$ cat config.mk
export PLATFORM = sky130hd
export DESIGN_NAME = i2cab_dev_flat
export DESIGN_NICKNAME = d
export VERILOG_FILES = /design/src/include/i2cab_pkg.sv /design/src/include/i2cab_reg_if.sv /design/src/i2cab_dev.sv /design/src/flat_wrapper.sv
export SDC_FILE = /design/constraint.sdc
export NUM_CORES = 1
export LEC_CHECK = 0
export BUFFER_PORTS_ARGS = -buffer_cell sky130_fd_sc_hd__buf_2
export CAP_MARGIN = 20
export CORE_MARGIN = 2
export CORE_UTILIZATION = 36
export CTS_CLUSTER_SIZE = 12
export DETAILED_ROUTE_END_ITERATION = 8
export PLACE_DENSITY = 0.53
export SLEW_MARGIN = 20
export SYNTH_ARGS = -nofsm -noshare
export SYNTH_HDL_FRONTEND = slang
export SYNTH_SLANG_ARGS = --single-unit
$ cat constraint.sdc
create_clock -name pclk -period 4.9 [get_ports pclk]
set_input_delay 1.225 -clock pclk [delete_from_list [all_inputs] [get_ports pclk]]
set_output_delay 1.225 -clock pclk [all_outputs]
set_load 0.02 [all_outputs]
$ cat src/include/i2cab_pkg.sv
// Shared constants and types for the two-wire bus arbitration block
package i2cab_pkg;

    // ----
    // Device register port
    // ----
    localparam logic [2:0] REG_CTRL = 3'h0;
    localparam logic [2:0] REG_STAT = 3'h1;
    localparam logic [2:0] REG_OWN = 3'h2;
    localparam logic [2:0] REG_SEC = 3'h3;
    localparam logic [2:0] REG_DATA = 3'h4;
    localparam int unsigned CTRL_MST = 0;
    localparam int unsigned CTRL_BUSY = 1;
    localparam int unsigned ST_AL = 0;
    localparam int unsigned ST_CALL = 1;
    localparam int unsigned ST_FRM = 2;
    localparam logic [7:0] ST_ALL = 8'h07;
    localparam logic [3:0] ACK_BIT = 4'h8;

    // ----
    // Timing
    // ----
    localparam int unsigned CLK_NS = 5;
    localparam int unsigned HALF_BIT_NS = 5000;
    localparam int unsigned HALF_BIT_CYC = HALF_BIT_NS / CLK_NS;

    // ----
    // Controller APB map
    // ----
    localparam logic [11:0] A_CMD = 12'h000;
    localparam logic [11:0] A_STAT = 12'h004;
    localparam logic [11:0] A_IRQ = 12'h008;
    localparam logic [11:0] A_MASK = 12'h00C;
    localparam logic [11:0] A_ADDR = 12'h010;
    localparam logic [2:0] OP_ENTER = 3'h1;
    localparam logic [2:0] OP_SEND = 3'h2;
    localparam logic [2:0] OP_STOP = 3'h3;
    localparam logic [2:0] OP_CFG = 3'h4;
    localparam int unsigned EV_MST = 0;
    localparam int unsigned EV_REFUSE = 1;
    localparam int unsigned EV_DONE = 2;
    localparam int unsigned EV_LOST = 3;
    localparam int unsigned EV_CALL = 4;

    // ----
    // State encodings
    // ----
    typedef enum logic [2:0] {
        M_IDLE = 3'b000,
        M_START = 3'b001,
        M_LOW = 3'b010,
        M_HIGH = 3'b011,
        M_WAIT = 3'b100,
        M_STOP = 3'b101,
        M_STOP2 = 3'b110
    } i2cab_mst_t;

    typedef enum logic [3:0] {
        H_IDLE = 4'b0000,
        H_CHK1 = 4'b0001,
        H_SETM = 4'b0010,
        H_CHK2 = 4'b0011,
        H_DROP = 4'b0100,
        H_TX = 4'b0101,
        H_POLL = 4'b0110,
        H_CLR = 4'b0111,
        H_STOP = 4'b1000,
        H_CFG1 = 4'b1001,
        H_CFG2 = 4'b1010
    } i2cab_host_t;

endpackage

$ cat src/include/i2cab_reg_if.sv
// Register port between the bus interface and its controller
`timescale 1ns/1ps
`default_nettype none
interface i2cab_reg_if;
    logic req;
    logic wr;
    logic [2:0] sel;
    logic [7:0] wdata;
    logic [7:0] rdata;
    logic ack;

    modport dev (input req, input wr, input sel, input wdata, output rdata, output ack);
    modport host (output req, output wr, output sel, output wdata, input rdata, input ack);
endinterface
`default_nettype wire

$ cat src/i2cab_dev.sv
// Two-wire bus interface with master arbitration and slave address match
//
// Our own choices: the register offsets and the APB slave port.
`timescale 1ns/1ps
`default_nettype none

// Functional notes
// Arbitration loss: become slave, frame is address
// Late loss compares data byte with addresses
// Match after late loss flags address call
// Host reads lost flag after every frame
// Master bit set mid-transfer joins as master
// Host checks bus free before master request
// Host then sets master select bit
// Host re-reads busy flag right after
// On loss release clock and data lines
module i2cab_dev #(
    parameter int unsigned HALF_CYC = i2cab_pkg::HALF_BIT_CYC
) (
    // Clock and reset
    input wire logic pclk,
    input wire logic presetn,
    // Register port
    i2cab_reg_if.dev rif,
    // Two-wire bus pins
    input wire logic scl_i,
    output logic scl_o,
    output logic scl_oe_n,
    input wire logic sda_i,
    output logic sda_o,
    output logic sda_oe_n
);

    // ----
    // State
    // ----
    typedef struct packed {
        logic scl_oe_n;
        logic sda_oe_n;
        logic scl_p;
        logic sda_p;
        logic busy;
        logic master_select_bit;
        logic al;
        logic call;
        logic frm;
        logic [6:0] own;
        logic [6:0] sec;
        logic [7:0] tx;
        logic [7:0] rx;
        logic [3:0] bit_n;
        logic expect_addr;
        logic kick;
        i2cab_pkg::i2cab_mst_t state;
        logic [15:0] div;
        logic [7:0] rdata;
        logic ack;
    } i2cab_dev_t;

    i2cab_dev_t q;
    i2cab_dev_t n;
    logic rise;
    logic start;
    logic stop;
    logic tick;
    logic lost;

    // ----
    // Bus events
    // ----
    // Edges and conditions seen on the wires
    assign rise = !q.scl_p && scl_i;
    assign start = q.scl_p && scl_i && q.sda_p && !sda_i;
    assign stop = q.scl_p && scl_i && !q.sda_p && sda_i;
    assign tick = (q.div == 16'(HALF_CYC - 1));
    // Released a one but the wire reads low
    assign lost = rise && q.busy && q.master_select_bit && !q.bit_n[3] && q.sda_oe_n && !sda_i;

    // ----
    // Next state
    // ----
    // Register access, master engine, then bus monitor
    always_comb
    begin
        n = q;
        n.ack = 1'b0;
        n.scl_p = scl_i;
        n.sda_p = sda_i;
        n.div = (q.state == i2cab_pkg::M_IDLE || q.state == i2cab_pkg::M_WAIT || tick)
            ? 16'h0000 : q.div + 16'h0001;

        // Register port, one-cycle answer
        if (rif.req)
        begin
            n.ack = 1'b1;
            n.rdata = 8'h00;
            unique case (rif.sel)
                i2cab_pkg::REG_CTRL:
                begin
                    if (rif.wr)
                    begin
                        n.master_select_bit = rif.wdata[i2cab_pkg::CTRL_MST];
                    end
                    n.rdata[i2cab_pkg::CTRL_MST] = q.master_select_bit;
                    n.rdata[i2cab_pkg::CTRL_BUSY] = q.busy;
                end
                i2cab_pkg::REG_STAT:
                begin
                    if (rif.wr)
                    begin
                        n.al = q.al & ~rif.wdata[i2cab_pkg::ST_AL];
                        n.call = q.call & ~rif.wdata[i2cab_pkg::ST_CALL];
                        n.frm = q.frm & ~rif.wdata[i2cab_pkg::ST_FRM];
                    end
                    n.rdata[i2cab_pkg::ST_AL] = q.al;
                    n.rdata[i2cab_pkg::ST_CALL] = q.call;
                    n.rdata[i2cab_pkg::ST_FRM] = q.frm;
                end
                i2cab_pkg::REG_OWN:
                begin
                    if (rif.wr)
                    begin
                        n.own = rif.wdata[6:0];
                    end
                    n.rdata = {1'b0, q.own};
                end
                i2cab_pkg::REG_SEC:
                begin
                    if (rif.wr)
                    begin
                        n.sec = rif.wdata[6:0];
                    end
                    n.rdata = {1'b0, q.sec};
                end
                i2cab_pkg::REG_DATA:
                begin
                    if (rif.wr)
                    begin
                        n.tx = rif.wdata;
                        n.kick = 1'b1;
                    end
                    n.rdata = q.rx;
                end
                default:
                begin
                    n.rdata = 8'h00;
                end
            endcase
        end

        // Master engine, half-bit ticks
        unique case (q.state)
            i2cab_pkg::M_IDLE:
            begin
                if (q.kick && q.master_select_bit && !q.busy)
                begin
                    n.sda_oe_n = 1'b0;
                    n.kick = 1'b0;
                    n.state = i2cab_pkg::M_START;
                end
                else if (q.master_select_bit && q.busy && !scl_i)
                begin
                    // Joins a frame in progress and drives its data
                    n.sda_oe_n = q.bit_n[3] | q.tx[~q.bit_n[2:0]];
                end
            end
            i2cab_pkg::M_START:
            begin
                if (tick)
                begin
                    n.scl_oe_n = 1'b0;
                    n.state = i2cab_pkg::M_LOW;
                end
            end
            i2cab_pkg::M_LOW:
            begin
                if (tick)
                begin
                    n.sda_oe_n = q.bit_n[3] | q.tx[~q.bit_n[2:0]];
                    n.scl_oe_n = 1'b1;
                    n.state = i2cab_pkg::M_HIGH;
                end
            end
            i2cab_pkg::M_HIGH:
            begin
                if (tick && scl_i)
                begin
                    n.scl_oe_n = 1'b0;
                    n.state = (q.bit_n == 4'h0) ? i2cab_pkg::M_WAIT : i2cab_pkg::M_LOW;
                end
            end
            i2cab_pkg::M_WAIT:
            begin
                if (q.kick && q.master_select_bit)
                begin
                    n.kick = 1'b0;
                    n.state = i2cab_pkg::M_LOW;
                end
                else if (!q.master_select_bit)
                begin
                    n.sda_oe_n = 1'b0;
                    n.state = i2cab_pkg::M_STOP;
                end
            end
            i2cab_pkg::M_STOP:
            begin
                if (tick)
                begin
                    n.scl_oe_n = 1'b1;
                    n.state = i2cab_pkg::M_STOP2;
                end
            end
            i2cab_pkg::M_STOP2:
            begin
                if (tick)
                begin
                    n.sda_oe_n = 1'b1;
                    n.state = i2cab_pkg::M_IDLE;
                end
            end
            default:
            begin
                n.state = i2cab_pkg::M_IDLE;
            end
        endcase

        // Bus monitor: start, stop, bit capture
        if (start)
        begin
            n.busy = 1'b1;
            n.bit_n = 4'h0;
            n.expect_addr = 1'b1;
        end
        else if (stop)
        begin
            n.busy = 1'b0;
            n.bit_n = 4'h0;
        end
        else if (rise && q.busy)
        begin
            if (lost)
            begin
                n.al = 1'b1;
                n.master_select_bit = 1'b0;
                n.kick = 1'b0;
                n.scl_oe_n = 1'b1;
                n.sda_oe_n = 1'b1;
                n.state = i2cab_pkg::M_IDLE;
                n.expect_addr = 1'b1;
            end
            if (!q.bit_n[3])
            begin
                n.rx = {q.rx[6:0], sda_i};
            end
            if (q.bit_n == 4'h7 && n.expect_addr)
            begin
                // Slave compares the byte as an address, genuine or not
                if (!n.master_select_bit && (n.rx[7:1] == q.own || n.rx[7:1] == q.sec))
                begin
                    n.call = 1'b1;
                end
                n.expect_addr = 1'b0;
            end
            if (q.bit_n == i2cab_pkg::ACK_BIT)
            begin
                n.bit_n = 4'h0;
                n.frm = 1'b1;
            end
            else
            begin
                n.bit_n = q.bit_n + 4'h1;
            end
        end
    end

    // ----
    // Registers
    // ----
    // State register
    always_ff @(posedge pclk or negedge presetn)
    begin
        if (!presetn)
        begin
            q <= '{scl_oe_n: 1'b1, sda_oe_n: 1'b1, scl_p: 1'b1, sda_p: 1'b1,
                state: i2cab_pkg::M_IDLE, default: '0};
        end
        else
        begin
            q <= n;
        end
    end

    // Outputs straight from flops; open drain drives low only
    assign scl_oe_n = q.scl_oe_n;
    assign sda_oe_n = q.sda_oe_n;
    assign scl_o = q.ack & 1'b0;
    assign sda_o = q.ack & 1'b0;
    assign rif.rdata = q.rdata;
    assign rif.ack = q.ack;

endmodule // i2cab_dev
`default_nettype wire

$ cat src/flat_wrapper.sv
// flat-port wrapper written by rule: the top's interface ports become plain ports
module i2cab_dev_flat 
#(
    parameter int unsigned HALF_CYC = i2cab_pkg::HALF_BIT_CYC
)
  (pclk, presetn, scl_i, scl_o, scl_oe_n, sda_i, sda_o, sda_oe_n, rif_req, rif_wr, rif_sel, rif_wdata, rif_rdata, rif_ack);
  i2cab_reg_if rif_i ();
  input wire logic pclk;
  input wire logic presetn;
  input wire logic scl_i;
  output logic scl_o;
  output logic scl_oe_n;
  input wire logic sda_i;
  output logic sda_o;
  output logic sda_oe_n;
  input wire logic [$bits(rif_i.req)-1:0] rif_req;
  input wire logic [$bits(rif_i.wr)-1:0] rif_wr;
  input wire logic [$bits(rif_i.sel)-1:0] rif_sel;
  input wire logic [$bits(rif_i.wdata)-1:0] rif_wdata;
  output wire logic [$bits(rif_i.rdata)-1:0] rif_rdata;
  output wire logic [$bits(rif_i.ack)-1:0] rif_ack;
  assign rif_i.req = rif_req;
  assign rif_i.wr = rif_wr;
  assign rif_i.sel = rif_sel;
  assign rif_i.wdata = rif_wdata;
  assign rif_rdata = rif_i.rdata;
  assign rif_ack = rif_i.ack;
  i2cab_dev #(.HALF_CYC(HALF_CYC)) u_core (.pclk(pclk), .presetn(presetn), .rif(rif_i), .scl_i(scl_i), .scl_o(scl_o), .scl_oe_n(scl_oe_n), .sda_i(sda_i), .sda_o(sda_o), .sda_oe_n(sda_oe_n));
endmodule
# Yosys cells after proc, flatten, opt, wreduce, memory -nomap -nowiden
# Cells that the tools add are included.
[totals]
out_inout_bits = 13
regBits = 73
[classes]
bitwise_logic = 10
reduce_logical = 40
n_addsub = 2
muxes = 76
n_eq_ne = 17
order_cmp = 1
[ops]
columns = ["operator", "count"]
rows = [
  ["$mux 8", 6],
  ["$mux 4", 8],
  ["$mux 3", 10],
  ["$mux 5", 6],
  ["$mux 7", 4],
  ["$mux 26", 1],
  ["$mux 1", 22],
  ["$pmux 3 s7", 1],
  ["$logic_and 1x1->1", 18],
  ["$mux 2", 9],
  ["$add 16x1->16 const B", 1],
  ["$eq 16x10->1 const B", 1],
  ["$mux 16", 1],
  ["$pmux 5 s3", 1],
  ["$eq 7x7->1", 2],
  ["$eq 3x2->1 const B", 4],
  ["$eq 3x3->1 const B", 4],
  ["$pmux 1 s4", 3],
  ["$reduce_and 3->1", 4],
  ["$pmux 2 s5", 1],
  ["$mux 9", 1],
  ["$logic_not 1->1", 7],
  ["$eq 3x1->1 const B", 2],
  ["$logic_not 3->1", 2],
  ["other kinds (18)", 27],
]

# Longest topological paths before layout
[depth]
word_depth = 18
depth_mapped = 7
ltp_nobuf = 7

# Worst setup path before layout
# Ideal clock, no wire load.
[synth_path]
kind = "input to register"
start = "input port rif_req"
end = "register u_core.q[57] in the netlist's numbering"
required_time_ps = 4775
setup_ps = 125
arrival_ps = 2423
stages = 4
setup_slack_ps = 2352
path_buffers = 1
cell_sequence = "clkbuf_1 > nand3_1 > nor3b_2 > mux2_2"
[synth_between]
elab_chain_len = 1
[synth_lines]
columns = ["element", "line", "rtl"]
rows = [
  ["start: declaration", "flat_wrapper.sv:16", "input wire logic [$bits(rif_i.req)-1:0] rif_req;"],
  ["$reduce_and 3->1 (no line)", "-", ""],
  ["end signal: assignment", "i2cab_dev.sv:284", "q <= '{scl_oe_n: 1'b1, sda_oe_n: 1'b1, scl_p: 1'b1, sda_p: 1'b1,"],
  ["end signal: assignment", "i2cab_dev.sv:289", "q <= n;"],
  ["end: declaration", "i2cab_dev.sv:60", "i2cab_dev_t q;"],
]
# No other way between the ends.
# A chain may end at the register's enable or synchronous reset.

==> impl_results.md <==
- Top-Level Pins: 30
- First-pass GRT wire length: 14.40 mm
- Hold Path Cell Cnt: 1
- Clk Latency, worst-skew pair: 360 ps
- Crit path kind: input pin to flop
- Netlist Area Pre-Place: 3930 um^2
- Antenna viol nets, final: 0
- DRT iter0 DRCs: 126
- Rows: 38
- Critical path launch point type: input pin
- Required @ worst endpoint: 5150 ps
- Max IR drop VDD: 0.2338 mV
- Area leader, netlist: dfrtp_1
- Vias in the first global route: 2713
- Largest net degree at the start of global routing: 74
- DP Worst Slack: 1795 ps
- Worst EP arrival: 3030 ps
- Most common flop cell mapped by yosys: dfrtp_1
- DRC viols: 0
- Hold WS: 479.2 ps
- Pleak: 1.792 nW
- Worst Max-Slew Pin Slew: 956.1 ps
- TritonCTS clock tree: yes
- Total clock sinks: 73
- Worst R2R Path Depth: 5
- Drt total wl: 8.575 mm
- Clock transition at path regs: 70 ps
- Slew Viols, Final: 0
- Vias: 2813
- Post-layout min period: 2780 ps
- Post-synth EDFFs: 0
- Count leader, synth: dfrtp_1
- Start of the worst register-to-register path: u_core.q[33]
- Die X: 108.5 um
- Setup TNS: 0 ps
- FFs w/ async S/R, synth: 1.000
- Max-Cap Viols: 0
- Area grow syn2layout: 9.296%
- Hold Path End: u_core.rif.rdata[1]
- Clock root cell: clkbuf_8
- Hold path start: u_core.rif.rdata[1]
- Pwr per Cell Area: 457.6 nW/um^2
- Status: finished clean
- Post-synth top area share: 0.4394
- Final Wtd Congestion: 0.8322
- Via density per instance: 5.248
- Tot GR Track Use: 0.1589
- Number of diodes: 0
- RR Endpoint: u_core.q[65]
- Fin crit share: 0.5673
- Setup ws final: 2120 ps
- Final hold vios: 0
- Clock buffer count from CTS: 9
- Post-layout nets: 411
- Synth unique cells: 56
- Top cells by area, synth: dfrtp_1, mux2_2, nor2_1
- Unrepaired setup endpoints after global routing: false
- # hold bufs at CTS: 0
- Initial Util: 0.3657
- Top cells by count, synth: dfrtp_1, nor2_1, mux2_2, nand2_1, xnor2_1
- Worst slew margin: 0.3602
- H-tree levels: 3
- Setup Viol. Count Final: 0
- IO buf count: 27
- Die Y: 108.5 um
- # fillers: 1097
- CP endpoint kind: flop
- Core area: 10750 um^2
- GRT overflow: 0
- Initial DRT Pass Iterations: 4
- Worst Path Max Fanout: 11
- Internal reg-to-reg setup slack: 2580 ps
- Die area: 11770 um^2
- # Post-CTS Setup Buffers: 0
- # resized after CTS: 0
- YS warnings: 0
- Share of cells above drive strength 1: 0.2172
- Worst Skew: 14.85 ps
- F_max: 0.3598 GHz
- WL/cell: 16.00 um
- Post-Syn Instances: 381
- Yosys reg bits: 73
- Dpl hpwl: 5.943 mm
- Post-synthesis sequential area ratio: 0.4661
- Worst hold path class: flop to flop
- Maximum clock path buffer count: 2
- Avg Cell Area, Syn: 10.32 um^2
- Initial antenna violation count: 0
-- state kept, by name, indices dropped and copies added (netlist names) --
name              flops
u_core.scl_oe_n       1
u_core.sda_oe_n       1
u_core.rif.rdata      8
u_core.rif.ack        1
u_core.q             62
-- worst max path at each step --
| stage | start | end | slack (ps) | depth (start not counted) |
|---|---|---|---|---|
| 6_report | scl_i | u_core.q[65] | 2120 | 6 |
| 5_1_grt | scl_i | u_core.q[65] | 1960 | 6 |
| 4_1_cts | scl_i | u_core.q[65] | 2150 | 6 |
| 3_5_place_dp | scl_i | u_core.q[65] | 1790 | 6 |
| 3_3_place_gp | scl_i | u_core.q[65] | 1860 | 6 |
| 2_1_floorplan | rif_req | u_core.q[57] | 2350 | 4 |
-- cell type report --
class	instances	area, um^2	area share
multi-input combinational	271	1909	0.4445
sequential	73	1832	0.4264
tap	140	175.2	0.04078
clock buffer	14	172.7	0.04020
timing repair buffer	27	137.6	0.03204
clock inverter	2	35.03	0.008156
inverter	9	33.78	0.007865
-- cells by family (layout without fill, tap and decap cells) --
family	Yosys count	after routing	synth area share
and+or+nand+nor	119	119	0.1538
DFF	73	73	0.4661
AOI/OAI and AO/OA	67	67	0.1114
muxes	45	45	0.1312
buffers and inverters	38	52	0.04903
xor gates and xnor gates	35	35	0.07800
adders and majority gates	3	3	0.009552
other	1	2	0.0009542
-- critical path, stage by stage --
cell      delay, ps
buf_2           200
nand3b_1        210
nor2_1          630
and2_1          410
nor2_1          110
o31ai_1         240
-- metal layers --
layer  up-vias  track usage  part of all wire
met5         -            0                 0
met4         0      0.06227             0.017
met3        13      0.03014             0.034
met2        50       0.2286              0.43
met1      1390       0.2347              0.52
li1       1360            -                 -
-- metrics by stage --
| stage | instances | utilization | cell area, um^2 | power, W |
|---|---|---|---|---|
| final | 536 | 0.3997 | 4295 | 0.001966 |
| after global placement | 520 | 0.3804 | 4088 | 0.001463 |
| after detailed placement | 520 | 0.3804 | 4088 | 0.001477 |
| after global routing | 536 | 0.3997 | 4295 | 0.002101 |
| after CTS | 536 | 0.3997 | 4295 | 0.001983 |
| after floorplan | 382 | - | 3934 | 0.001335 |
-- layout by cell type (no fill, tap or decap), types with 3 or more instances in the layout --
| master | count |
|---|---|
| dfrtp_1 | 69 |
| nor2_1 | 46 |
| mux2_2 | 32 |
| buf_2 | 26 |
| nand2_1 | 22 |
| xnor2_1 | 18 |
| xor2_1 | 17 |
| a21oi_1 | 17 |
| nand3_1 | 13 |
| o21ai_0 | 13 |
| clkbuf_8 | 12 |
| mux2i_1 | 11 |
| inv_1 | 9 |
| a31oi_1 | 8 |
| nor4_1 | 7 |
| nor3_1 | 5 |
| a22oi_1 | 5 |
| dfstp_2 | 4 |
| or3_1 | 3 |
| nand3b_1 | 3 |
| and3b_1 | 3 |
| ha_1 | 3 |
-- report_power, final --
group / internal, W / leakage [nW] / switching (W)
combinational: 0.000266 / 0.773 / 0.000251
clock: 0.000277 / 0.107 / 0.000224
sequential: 0.000741 / 0.911 / 0.000207
(Power assumes the default switching activity.)
